$ cat src/design/iap_pkg.sv
// Constants shared by the flash sequencer and its write buffer
package iap_pkg;
  // Timing
  localparam int CLK_PERIOD_NS = 50;
  localparam int INSTR_CYCLE_NS = 200;
  localparam int READ_TIME_NS = 3 * INSTR_CYCLE_NS;
  localparam int READ_CYCLES = (READ_TIME_NS / CLK_PERIOD_NS < 1) ? 1 :
                               READ_TIME_NS / CLK_PERIOD_NS;
  localparam int UNLOCK_TIME_NS = 50000;
  localparam int UNLOCK_CYCLES = (UNLOCK_TIME_NS / CLK_PERIOD_NS < 1) ? 1 :
                                 UNLOCK_TIME_NS / CLK_PERIOD_NS;
  // Register offsets
  localparam logic [3:0] CTRL0_OFS = 4'h0;
  localparam logic [3:0] CTRL1_OFS = 4'h1;
  localparam logic [3:0] ADDR_LOW_OFS = 4'h2;
  localparam logic [3:0] ADDR_HIGH_OFS = 4'h3;
  localparam logic [3:0] WORD_LOW_OFS = 4'h4;
  localparam logic [3:0] WORD_HIGH_OFS = 4'h5;
  localparam logic [3:0] KEY_FIRST_OFS = 4'h6;
  localparam logic [3:0] KEY_LAST_OFS = 4'hb;
  // Control register 0 fields
  localparam int OPSEL_LSB = 0;
  localparam int UNLOCK_BIT = 3;
  localparam int RDEN_BIT = 4;
  localparam int RDLAUNCH_BIT = 5;
  localparam int PLAUNCH_BIT = 6;
  localparam int MODEN_BIT = 7;
  // Control register 1 fields
  localparam int CLEAR_BIT = 0;
  // Operation modes
  localparam logic [2:0] MODE_PROGRAM = 3'h0;
  localparam logic [2:0] MODE_ERASE = 3'h1;
  localparam logic [2:0] MODE_READ = 3'h3;
  localparam logic [2:0] MODE_UNLOCK = 3'h6;
  // Unlock key, low registers 1..3 then high registers 1..3
  localparam logic [47:0] UNLOCK_KEY = 48'h00_0d_c3_04_09_40;
  // Page geometry
  localparam int PAGE_WORDS = 32;
  localparam logic [4:0] LAST_WORD = 5'h1f;
  // Reset values
  localparam logic [7:0] BYTE_RESET = 8'h00;
  localparam logic [2:0] OPSEL_RESET = 3'h0;
  typedef enum logic [2:0] {S_IDLE, S_ERASE, S_SCAN, S_PROG, S_READ} seq_state_t;
endpackage

$ cat src/design/iap_flash_sequencer.sv
// In-application programming sequencer for the on-chip flash array
//
// The implementer's own choices: the address map and the address-and-strobe port.
`timescale 1ns/1ps
`default_nettype none
// Notes on behaviour
// - Mode 001 erases tagged page on launch; clear bit empties buffer.
// - Mode 000 selects programming of the write buffer.
// - Program launch copies buffered words to flash, then self-clears.
// - CPU is stalled while a launched operation runs.
// - Erase/program need modify-enable; software may clear it freely.
// - Erase removes a whole page whenever a buffer word is tagged.
// - Program writes only the tagged buffer words, all in one page, never past it.
// - Mode 011 with read enable: read launch loads data registers.
// - Read launch bit returns low after three instruction cycles.
// - Reads need no modify-enable.
// - Buffer holds 32 words, page chosen by address bits 11 to 5.
// - High byte write advances buffer index, saturating at 31.
// - Mode 110 plus unlock bit starts timer; six key bytes unlock.
// - Correct key sets modify-enable automatically.
module iap_flash_sequencer
  import iap_pkg::*;
(
  // Clock and reset
  input wire logic mclk,
  input wire logic reset,
  // Register port
  input wire logic [3:0] reg_addr,
  input wire logic [7:0] reg_wdata,
  input wire logic reg_wr,
  input wire logic reg_rd,
  output logic [7:0] reg_rdata,
  // CPU hold
  output logic cpu_stall,
  // Flash array
  output logic [11:0] flash_addr,
  output logic [15:0] flash_wdata,
  output logic flash_erase,
  output logic flash_prog,
  output logic flash_read,
  input wire logic flash_done,
  input wire logic [15:0] flash_rdata
);
  import iap_pkg::*;

  seq_state_t state_reg, state_next;
  logic [2:0] operation_select_reg;
  logic unlock_start_bit_reg, read_enable_bit_reg, read_launch_bit_reg;
  logic program_launch_bit_reg, modify_enable_flag_reg;
  logic [7:0] addr_low_reg, addr_high_reg, word_low_reg, word_high_reg;
  logic [47:0] key_reg;
  logic [5:0] key_seen_reg;
  logic [4:0] buf_idx_reg, scan_idx_reg;
  logic [15:0] timer_reg;
  logic [7:0] rdata_reg;
  logic [11:0] flash_addr_reg;
  logic [15:0] flash_wdata_reg;
  logic erase_p_reg, prog_p_reg, read_p_reg;

  // Register write decode
  wire wr_ctrl0 = reg_wr && reg_addr == CTRL0_OFS;
  wire wr_ctrl1 = reg_wr && reg_addr == CTRL1_OFS;
  wire wr_alow = reg_wr && reg_addr == ADDR_LOW_OFS;
  wire wr_ahigh = reg_wr && reg_addr == ADDR_HIGH_OFS;
  wire wr_wlow = reg_wr && reg_addr == WORD_LOW_OFS;
  wire wr_whigh = reg_wr && reg_addr == WORD_HIGH_OFS;
  wire wr_key = reg_wr && reg_addr >= KEY_FIRST_OFS &&
                reg_addr <= KEY_LAST_OFS;
  wire [2:0] key_idx = 3'(reg_addr - KEY_FIRST_OFS);
  wire buf_clear = wr_ctrl1 && reg_wdata[CLEAR_BIT];

  // Mode and launch qualification
  wire [11:0] cur_addr = {addr_high_reg[3:0], addr_low_reg};
  wire [6:0] page_sel = cur_addr[11:5];
  wire idle = state_reg == S_IDLE;
  wire mode_erase = operation_select_reg == MODE_ERASE;
  wire mode_prog = operation_select_reg == MODE_PROGRAM;
  wire mode_read = operation_select_reg == MODE_READ;
  wire mode_unlock = operation_select_reg == MODE_UNLOCK;
  wire launch_ok = modify_enable_flag_reg && (mode_erase || mode_prog);
  wire launch_bad = program_launch_bit_reg && !launch_ok;
  wire read_ok = read_launch_bit_reg && read_enable_bit_reg && mode_read;
  wire read_bad = read_launch_bit_reg && !read_ok;
  // Unlock only starts from idle, so a running read keeps its timer
  wire unlock_go = wr_ctrl0 && idle && reg_wdata[UNLOCK_BIT] &&
                   !unlock_start_bit_reg;

  // Unlock key check
  wire key_full = &(key_seen_reg | (wr_key ? 6'(1 << key_idx) : 6'h00));
  wire [47:0] key_now = wr_key ?
    (key_reg & ~(48'hff << (8 * (5 - key_idx)))) |
    (48'(reg_wdata) << (8 * (5 - key_idx))) : key_reg;
  wire unlock_hit = unlock_start_bit_reg && mode_unlock && key_full &&
                    key_now == UNLOCK_KEY;
  wire unlock_timeout = unlock_start_bit_reg && timer_reg == 16'h0000;

  // Buffer wiring
  wire [15:0] buf_rdata;
  wire buf_rtag, buf_any;
  wire last_scan = scan_idx_reg == LAST_WORD;
  // Erase with nothing tagged stays idle, so its launch bit must drop here
  wire erase_empty = program_launch_bit_reg && launch_ok && mode_erase &&
                     !buf_any;

  iap_write_buffer iap_write_buffer_i (
    .mclk(mclk),
    .reset(reset),
    .clear(buf_clear),
    .wr_en(idle && wr_whigh),
    .wr_idx(buf_idx_reg),
    .wr_data({reg_wdata, word_low_reg}),
    .rd_idx(scan_idx_reg),
    .rd_data(buf_rdata),
    .rd_tag(buf_rtag),
    .any_tag(buf_any)
  );

  // Sequencer next state
  always_comb
  begin
    state_next = state_reg;
    unique case (state_reg)
      S_IDLE:
        if (program_launch_bit_reg && launch_ok)
          state_next = mode_erase ? (buf_any ? S_ERASE : S_IDLE) : S_SCAN;
        else if (read_ok)
          state_next = S_READ;
      S_ERASE:
        if (flash_done)
          state_next = S_IDLE;
      S_SCAN:
        if (buf_rtag)
          state_next = S_PROG;
        else if (last_scan)
          state_next = S_IDLE;
      S_PROG:
        if (flash_done)
          state_next = last_scan ? S_IDLE : S_SCAN;
      S_READ:
        if (timer_reg == 16'h0001)
          state_next = S_IDLE;
    endcase
  end

  // Hold the CPU for the whole of a running operation
  assign cpu_stall = !idle;
  assign flash_addr = flash_addr_reg;
  assign flash_wdata = flash_wdata_reg;
  assign flash_erase = erase_p_reg;
  assign flash_prog = prog_p_reg;
  assign flash_read = read_p_reg;
  assign reg_rdata = rdata_reg;

  // State and flash requests
  always_ff @(posedge mclk)
  begin
    if (reset)
    begin
      state_reg <= S_IDLE;
      erase_p_reg <= 1'b0;
      prog_p_reg <= 1'b0;
      read_p_reg <= 1'b0;
      flash_addr_reg <= 12'h000;
      flash_wdata_reg <= 16'h0000;
      scan_idx_reg <= 5'h00;
    end
    else
    begin
      state_reg <= state_next;
      // Erase names only the page; the array wipes all 32 words
      erase_p_reg <= idle && state_next == S_ERASE;
      prog_p_reg <= state_reg == S_SCAN && buf_rtag;
      read_p_reg <= idle && state_next == S_READ;
      if (idle && state_next == S_ERASE)
        flash_addr_reg <= {page_sel, 5'h00};
      else if (idle && state_next == S_READ)
        flash_addr_reg <= cur_addr;
      else if (state_reg == S_SCAN && buf_rtag)
      begin
        flash_addr_reg <= {page_sel, scan_idx_reg}; // stays in page
        flash_wdata_reg <= buf_rdata;
      end
      if (idle)
        scan_idx_reg <= 5'h00;
      else if ((state_reg == S_SCAN && !buf_rtag) ||
               (state_reg == S_PROG && flash_done))
        scan_idx_reg <= last_scan ? scan_idx_reg : scan_idx_reg + 5'h01;
    end
  end

  // Shared timer: unlock window, or read latency
  always_ff @(posedge mclk)
  begin
    if (reset)
      timer_reg <= 16'h0000;
    else if (idle && state_next == S_READ)
      timer_reg <= 16'(READ_CYCLES);
    else if (unlock_go)
      timer_reg <= 16'(UNLOCK_CYCLES);
    else if (timer_reg != 16'h0000)
      timer_reg <= timer_reg - 16'h0001;
  end

  // Control bits; hardware drops launch bits when work ends
  always_ff @(posedge mclk)
  begin
    if (reset)
    begin
      operation_select_reg <= OPSEL_RESET;
      unlock_start_bit_reg <= 1'b0;
      read_enable_bit_reg <= 1'b0;
      read_launch_bit_reg <= 1'b0;
      program_launch_bit_reg <= 1'b0;
      modify_enable_flag_reg <= 1'b0;
    end
    else
    begin
      if (wr_ctrl0 && idle)
      begin
        operation_select_reg <= reg_wdata[OPSEL_LSB +: 3];
        read_enable_bit_reg <= reg_wdata[RDEN_BIT];
        read_launch_bit_reg <= reg_wdata[RDLAUNCH_BIT];
        program_launch_bit_reg <= reg_wdata[PLAUNCH_BIT];
        unlock_start_bit_reg <= reg_wdata[UNLOCK_BIT];
      end
      else
      begin
        if (launch_bad || erase_empty || (!idle && state_next == S_IDLE &&
            state_reg != S_READ))
          program_launch_bit_reg <= 1'b0;
        if (read_bad || (state_reg == S_READ && state_next == S_IDLE))
          read_launch_bit_reg <= 1'b0;
        if (unlock_hit || unlock_timeout)
          unlock_start_bit_reg <= 1'b0;
      end
      // Hardware set beats a software clear in the same cycle
      if (unlock_hit)
        modify_enable_flag_reg <= 1'b1;
      else if (wr_ctrl0 && idle && !reg_wdata[MODEN_BIT])
        modify_enable_flag_reg <= 1'b0;
    end
  end

  // Address, data and key registers
  always_ff @(posedge mclk)
  begin
    if (reset)
    begin
      addr_low_reg <= BYTE_RESET;
      addr_high_reg <= BYTE_RESET;
      word_low_reg <= BYTE_RESET;
      word_high_reg <= BYTE_RESET;
      buf_idx_reg <= 5'h00;
      key_reg <= 48'h0;
      key_seen_reg <= 6'h00;
    end
    else
    begin
      if (wr_alow)
      begin
        addr_low_reg <= reg_wdata;
        buf_idx_reg <= reg_wdata[4:0]; // new start word
      end
      if (wr_ahigh)
        addr_high_reg <= reg_wdata;
      if (wr_wlow)
        word_low_reg <= reg_wdata; // low byte staged first
      if (wr_whigh)
      begin
        word_high_reg <= reg_wdata;
        if (buf_idx_reg != LAST_WORD)
          buf_idx_reg <= buf_idx_reg + 5'h01;
      end
      if (state_reg == S_READ && state_next == S_IDLE)
      begin
        word_low_reg <= flash_rdata[7:0];
        word_high_reg <= flash_rdata[15:8];
      end
      // A new unlock attempt forgets earlier key bytes
      if (unlock_go)
        key_seen_reg <= 6'h00;
      else if (unlock_hit || unlock_timeout)
        key_seen_reg <= 6'h00;
      else if (wr_key)
        key_seen_reg <= key_seen_reg | 6'(1 << key_idx);
      if (wr_key)
        key_reg <= key_now;
    end
  end

  // Read data, one cycle after the strobe; unmapped reads zero
  always_ff @(posedge mclk)
  begin
    if (reset)
      rdata_reg <= BYTE_RESET;
    else if (reg_rd)
      unique case (reg_addr)
        CTRL0_OFS:
          rdata_reg <= {modify_enable_flag_reg, program_launch_bit_reg,
                        read_launch_bit_reg, read_enable_bit_reg,
                        unlock_start_bit_reg, operation_select_reg};
        ADDR_LOW_OFS: rdata_reg <= addr_low_reg;
        ADDR_HIGH_OFS: rdata_reg <= {4'h0, addr_high_reg[3:0]};
        WORD_LOW_OFS: rdata_reg <= word_low_reg;
        WORD_HIGH_OFS: rdata_reg <= word_high_reg;
        default: rdata_reg <= BYTE_RESET;
      endcase
    else
      rdata_reg <= BYTE_RESET;
  end
endmodule
`default_nettype wire

$ cat src/design/iap_write_buffer.sv
// One page write buffer: 32 words, each with a tag bit
`timescale 1ns/1ps
`default_nettype none
module iap_write_buffer
  import iap_pkg::*;
(
  // Clock and reset
  input wire logic mclk,
  input wire logic reset,
  // Fill side
  input wire logic clear,
  input wire logic wr_en,
  input wire logic [4:0] wr_idx,
  input wire logic [15:0] wr_data,
  // Drain side
  input wire logic [4:0] rd_idx,
  output logic [15:0] rd_data,
  output logic rd_tag,
  output logic any_tag
);
  logic [15:0] word_reg [PAGE_WORDS];
  logic [PAGE_WORDS-1:0] tag_reg;

  // Read mux over flop storage
  assign rd_data = word_reg[rd_idx];
  assign rd_tag = tag_reg[rd_idx];
  assign any_tag = |tag_reg;

  // Clear empties data and tags; a write in the same cycle wins
  always_ff @(posedge mclk)
  begin
    if (reset || clear)
    begin
      tag_reg <= '0;
      for (int i = 0; i < PAGE_WORDS; i++)
        word_reg[i] <= 16'h0000;
    end
    if (wr_en && !reset)
    begin
      word_reg[wr_idx] <= wr_data;
      tag_reg[wr_idx] <= 1'b1;
    end
  end
endmodule
`default_nettype wire

$ cat config.mk
export PLATFORM = sky130hd
export DESIGN_NAME = iap_flash_sequencer
export DESIGN_NICKNAME = d
export VERILOG_FILES = /design/src/design/iap_pkg.sv /design/src/design/iap_flash_sequencer.sv /design/src/design/iap_write_buffer.sv
export SDC_FILE = /design/constraint.sdc
export NUM_CORES = 1
export LEC_CHECK = 0
export BUFFER_PORTS_ARGS = -buffer_cell sky130_fd_sc_hd__buf_2
export CAP_MARGIN = 15
export CORE_MARGIN = 1.5
export CORE_UTILIZATION = 65
export CTS_BUF_LIST = sky130_fd_sc_hd__clkbuf_8
export DETAILED_ROUTE_END_ITERATION = 8
export PLACE_DENSITY = 0.87
export SYNTH_ARGS = -nofsm -noshare
export SYNTH_HDL_FRONTEND = slang
export SYNTH_SLANG_ARGS = --single-unit
$ cat constraint.sdc
create_clock -name mclk -period 8.4 [get_ports mclk]
set_input_delay 0.84 -clock mclk [delete_from_list [all_inputs] [get_ports mclk]]
set_output_delay 0.84 -clock mclk [all_outputs]
set_load 0.01 [all_outputs]
* Word level (Yosys, flattened, before mapping)
Memories as Yosys holds them, arrays and structs flattened. A register that Yosys moved wholly into a read port is not among the register bits.
Cells that the tools add are included.
Widths: inputs -> output; s select.
** Word-level totals
- Flip-flop bits (word level) :: 174
- Memory bits (writable) :: 512
- Bits of input ports :: 33
- Word-level logic and storage cells :: 194
- Memories :: 1
** Memory list
- iap_write_buffer_i.word_reg :: words 32, width 16, rd ports 1, clocked after memory_dff 1, write ports 32, RTL line iap_write_buffer.sv:21 : logic [15:0] word_reg [PAGE_WORDS];
** Cells by class
- Add/subtract/negate cells :: 5
- $lt $le $gt $ge :: 5
- Eq/ne operators :: 19
- Shift operators :: 3
- Muxes and demuxes :: 48
- Bitwise operators :: 10
- Reductions and logical operators :: 78
** Operators with widths (count)
- $mux 32 :: 2
- $and 48x48->48 :: 1
- $eq 48x36->1 const B :: 1
- $mux 48 :: 1
- $not 48->48 :: 1
- $or 48x48->48 :: 1
- $shl 8x32->48 :: 1
- $shl 8x32->48 const A :: 1
- $pmux 8 s5 :: 1
- $logic_and 1x1->1 :: 36
- $mux 12 :: 3
- $mux 8 :: 4
- $or 32x32->32 :: 1
- $reduce_or 32->1 :: 1
- $mux 3 :: 7
- $mux 10 :: 2
- $mux 5 :: 4
- $eq 16x1->1 const B :: 1
- $logic_not 16->1 :: 1
- $mux 1 :: 16
- $mux 16 :: 1
- $reduce_bool 16->1 :: 1
- $reduce_bool 2->1 :: 8
- $reduce_or 16->1 :: 1
- other kinds (36) :: 71

* Longest topological paths before layout
- Depth in word-level cells :: 12
- Depth in mapped cells :: 13
- Gate-level depth less buffers :: 9

* By module
Synthesis repeated with hierarchy kept, for this count alone.
** Unflattened totals
- Cell total of the unflattened synthesis :: 2710
- Area total of the unflattened synthesis :: 32327.3 um^2
** By module, submodules not included
- iap_write_buffer :: times used 1, cells each 1879, area each 25206.7 um^2, seq. area each 16015.4 um^2
- iap_flash_sequencer :: times used 1, cells each 831, area each 7120.6 um^2, seq. area each 3163.0 um^2

* Worst setup path before layout
OpenSTA, ideal clock, no wires.
- Path type :: input-to-reg
- From :: in reg_addr[1]
- To :: mem iap_write_buffer_i.word_reg[16][0] (enable)
- Arrival time :: 3.643 ns
- Required time :: 7.989 ns
- Setup slack :: 4.346 ns
- Stages on the path :: 9
- Path buffers :: 4
- Cells stage by stage :: buf_2 > buf_2 > nor4b_4 > nand2_2 > nor3_2 > nand2_1 > buf_2 > clkbuf_1 > o21ai_0
** RTL lines
- start: declaration :: RTL line iap_flash_sequencer.sv:28 : input wire logic [3:0] reg_addr,
- end: declaration :: RTL line iap_write_buffer.sv:21

* Worst setup path in the final report
- From :: reg scan_idx_reg[1]
- To :: reg flash_addr_reg[8], in the netlist flash_addr[8]
** On the way
- Longest elaborated chain between the ends :: 8
** RTL lines
- start: declaration :: RTL line iap_flash_sequencer.sv:53 : logic [4:0] buf_idx_reg, scan_idx_reg;
- start signal: assignment :: RTL line iap_flash_sequencer.sv:187 : scan_idx_reg <= last_scan ? scan_idx_reg : scan_idx_reg + 5'h01;
- $bmux 1 s5 or $eq 5x5->1 (tied branches) :: RTL line iap_write_buffer.sv:26, iap_flash_sequencer.sv:100
- $mux 1 (implied by the code), or another cell as far along :: RTL line iap_write_buffer.sv:26 : assign rd_tag = tag_reg[rd_idx];
- $mux 3, on equally long branches :: RTL line iap_flash_sequencer.sv:132, iap_flash_sequencer.sv:137
- $pmux 3 s5 :: RTL line iap_flash_sequencer.sv:122 : unique case (state_reg)
- $eq 3x3->1 :: RTL line iap_flash_sequencer.sv:176 : else if (idle && state_next == S_READ)
- $logic_and 1x1->1 :: RTL line iap_flash_sequencer.sv:176
- $mux 12 :: RTL line iap_flash_sequencer.sv:176
- $mux 12 :: RTL line iap_flash_sequencer.sv:174 : if (idle && state_next == S_ERASE)
- end signal: assignment :: RTL line iap_flash_sequencer.sv:175 : flash_addr_reg <= {page_sel, 5'h00};
- end signal: assignment :: RTL line iap_flash_sequencer.sv:177 : flash_addr_reg <= cur_addr;
- end signal: assignment :: RTL line iap_flash_sequencer.sv:180 : flash_addr_reg <= {page_sel, scan_idx_reg};
- end: declaration :: RTL line iap_flash_sequencer.sv:56 : logic [11:0] flash_addr_reg;
Parallel ways exist; a longest one is shown, timed or not. The select of a mux whose other input is x is not followed.
A chain may end at the register's enable or synchronous reset.

==> flow_metrics.env <==
export IMPL_final_antenna_net_count=0
export IMPL_cts_resized=0
export IMPL_hold_viol=0
export IMPL_die_area_um2=50200
export IMPL_synth_top_cell_area_share_pct=48.4
export IMPL_status="finished, final reports clean"
export IMPL_grt_pass1_wl_mm=121
export IMPL_grt_setup_unrepaired="false"
export IMPL_die_x_um=224
export IMPL_cap_viol_max_count=0
export IMPL_post_drt_wl_per_cell_um=25.4
export IMPL_syn2layout_area_growth_pct=9.20
export IMPL_drc=0
export IMPL_final_period_utilization_pct=50.4
export IMPL_path_class="register to register"
export IMPL_cts_setup_buffers=0
export IMPL_cts_sinks=702
export IMPL_die_h_um=224
export IMPL_rows=80
export IMPL_hold_buffers=0
export IMPL_finalPower_mw=7.13
export IMPL_htree_levels=3
export IMPL_synth_main_ff_cell="edfxtp_1"
export IMPL_hold_path_class="primary input to register"
export IMPL_skew_ns=0.0275
export IMPL_io_pins=73
export IMPL_clkTransAtPathRegs_ns=0.07
export IMPL_place_congestion=0.896
export IMPL_syn_inst=2392
export IMPL_synthTopCellsByArea="edfxtp_1 (48%), dfxtp_1 (12%), mux4_2 (12%)"
export IMPL_tns_ns=0
export IMPL_dpl_cell_area_um2=32500
export IMPL_async_flop_share_pct=0
export IMPL_final_util_pct=72.4
export IMPL_antenna_found_initial=3
export IMPL_largest_reg_flops=512
export IMPL_yosys_cell_count_top_type="edfxtp_1"
export IMPL_synth_area_um2=31800
export IMPL_critPathRequiredTime_ns=8.96
export IMPL_endpoint_kind="register"
export IMPL_syn_avg_cell_area_um2=13.3
export IMPL_drive_above_1_share_pct=18.9
export IMPL_worstPathArrival_ns=4.79
export IMPL_synth_commonest_cells="edfxtp_1 (512), and2_1 (451), dfxtp_1 (190)"
export IMPL_ys_ff_latch=702
export IMPL_fillers=2909
export IMPL_vias=20700
export IMPL_port_buffers=72
export IMPL_p_leak_nw=12.6
export IMPL_relSlewSlack_pct=15.7
export IMPL_synth_top_area_cell="edfxtp_1"
export IMPL_finalMaxSlewViolations=0
export IMPL_place_inst=2922
export IMPL_drt_initial_drc_count=2709
export IMPL_dr_pass1_iters=6
export IMPL_hold_path_cell_count=3
export IMPL_cts_buffers=107
export IMPL_yosysSeqAreaShare_pct=60.4
export IMPL_core_area_um2=47900
export IMPL_grt_max_degree=85
export IMPL_worst_pin_slew_ns=1.26
export IMPL_gr_total_overflow=0
export IMPL_synth_edf_count=512
export IMPL_start_util_pct=66.3
export IMPL_critPathMaxFanout=75
export IMPL_cts_buffer_depth=3
export IMPL_design_area_um2=34700
export IMPL_setup_viol=0
export IMPL_ys_types=75
export IMPL_peakVddDrop_v=0.000157
export IMPL_ys_warn_count=0
export IMPL_tritoncts="built"
export IMPL_final_nets=2469
export IMPL_via_per_inst=6.63
export IMPL_n_antenna_cell=0
export IMPL_grt_pass1_vias=20600
export IMPL_clkLatencyLatePin_ns=0.69
export IMPL_dp_hpwl_mm=50.1
export IMPL_powerDensity_nw_per_um2=205
export IMPL_max_freq_mhz=236
export IMPL_fin_cells=3129
export IMPL_routed_wl_mm=79.4
export IMPL_rr_worst_depth=9
export IMPL_grtUsageTotal_pct=32.3
export IMPL_fin_crit_ns=4.23
export IMPL_root_buffer="clkbuf_8"
export IMPL_synth_fp_nets=2438
export IMPL_start_kind="register"
where the power goes:
part | internal (mW) | switching (mW) | total [mW]
clock network | 1.43 | 1.31 | 2.74
logic | 0.178 | 0.313 | 0.491
registers | 3.83 | 0.0652 | 3.90
cell usage in the layout (no fill, tap or decap), drive strengths merged, types with 48 or more instances in the layout:
cell type / instances
o21ai: 48
a21oi: 53
clkbuf: 127
nor3: 93
nand2: 90
nor2: 173
edfxtp: 512
buf: 138
mux2i: 60
mux4: 166
dfxtp: 190
and2: 451
inv: 52
per-layer routing:
layer | share of wire [%] | GRT usage [%]
met1 | 36 | 43.5
met2 | 47 | 51.1
met3 | 12 | 7.08
met4 | 4.5 | 14.2
met5 | 0.020 | 0
path summary, 6_finish.rpt:
path	from	end	slack (ns)
setup / recovery	scan_idx_reg[1]	flash_addr[8]	4.17
hold / removal	flash_rdata[7]	word_low_reg[7]	0.43
setup reg to reg	scan_idx_reg[1]	flash_addr[8]	4.17
hold reg to reg	key_reg[13]	key_reg[13]	0.47
cell families after synthesis:
group / Yosys count / synth area share, %
AO/OA/AOI/OAI: 247 / 5.28
flip-flops: 702 / 60.4
XOR/XNOR: 19 / 0.524
adder cells (fa/ha/maj): 13 / 0.512
buffers and inverters: 226 / 2.81
multiplexers: 231 / 13.8
AND/OR/NAND/NOR: 954 / 16.7
final cells by class:
type	count	area, µm²	share of cell area, %
tap	615	769	2.22
clock buffer	127	1750	5.04
inverter	10	37.5	0.108
sequential	702	19200	55.3
clock inverter	73	349	1.01
timing repair buffer	138	881	2.54
multi-input combinational	1464	11700	33.8
critical path, cell delays in order (launching register included):
cell and delay [ns]:
dfxtp_4 0.58, buf_4 0.93, mux4_2 0.62, o22a_1 0.21, a221oi_1 0.59, a211oi_4 0.04, buf_4 0.31, nor2_2 0.47
mux2i_1 0.26, nor2_1 0.05
per-stage QoR:
step	setup slack, ns	hold WS [ns]
after floorplan	4.35	0.431
after global placement	3.81	0.438
after detailed placement	3.88	0.452
after CTS	4.21	0.403
after global routing	4.05	0.421
final	4.17	0.432
No activity file was read; power rests on OpenSTA's default activity.
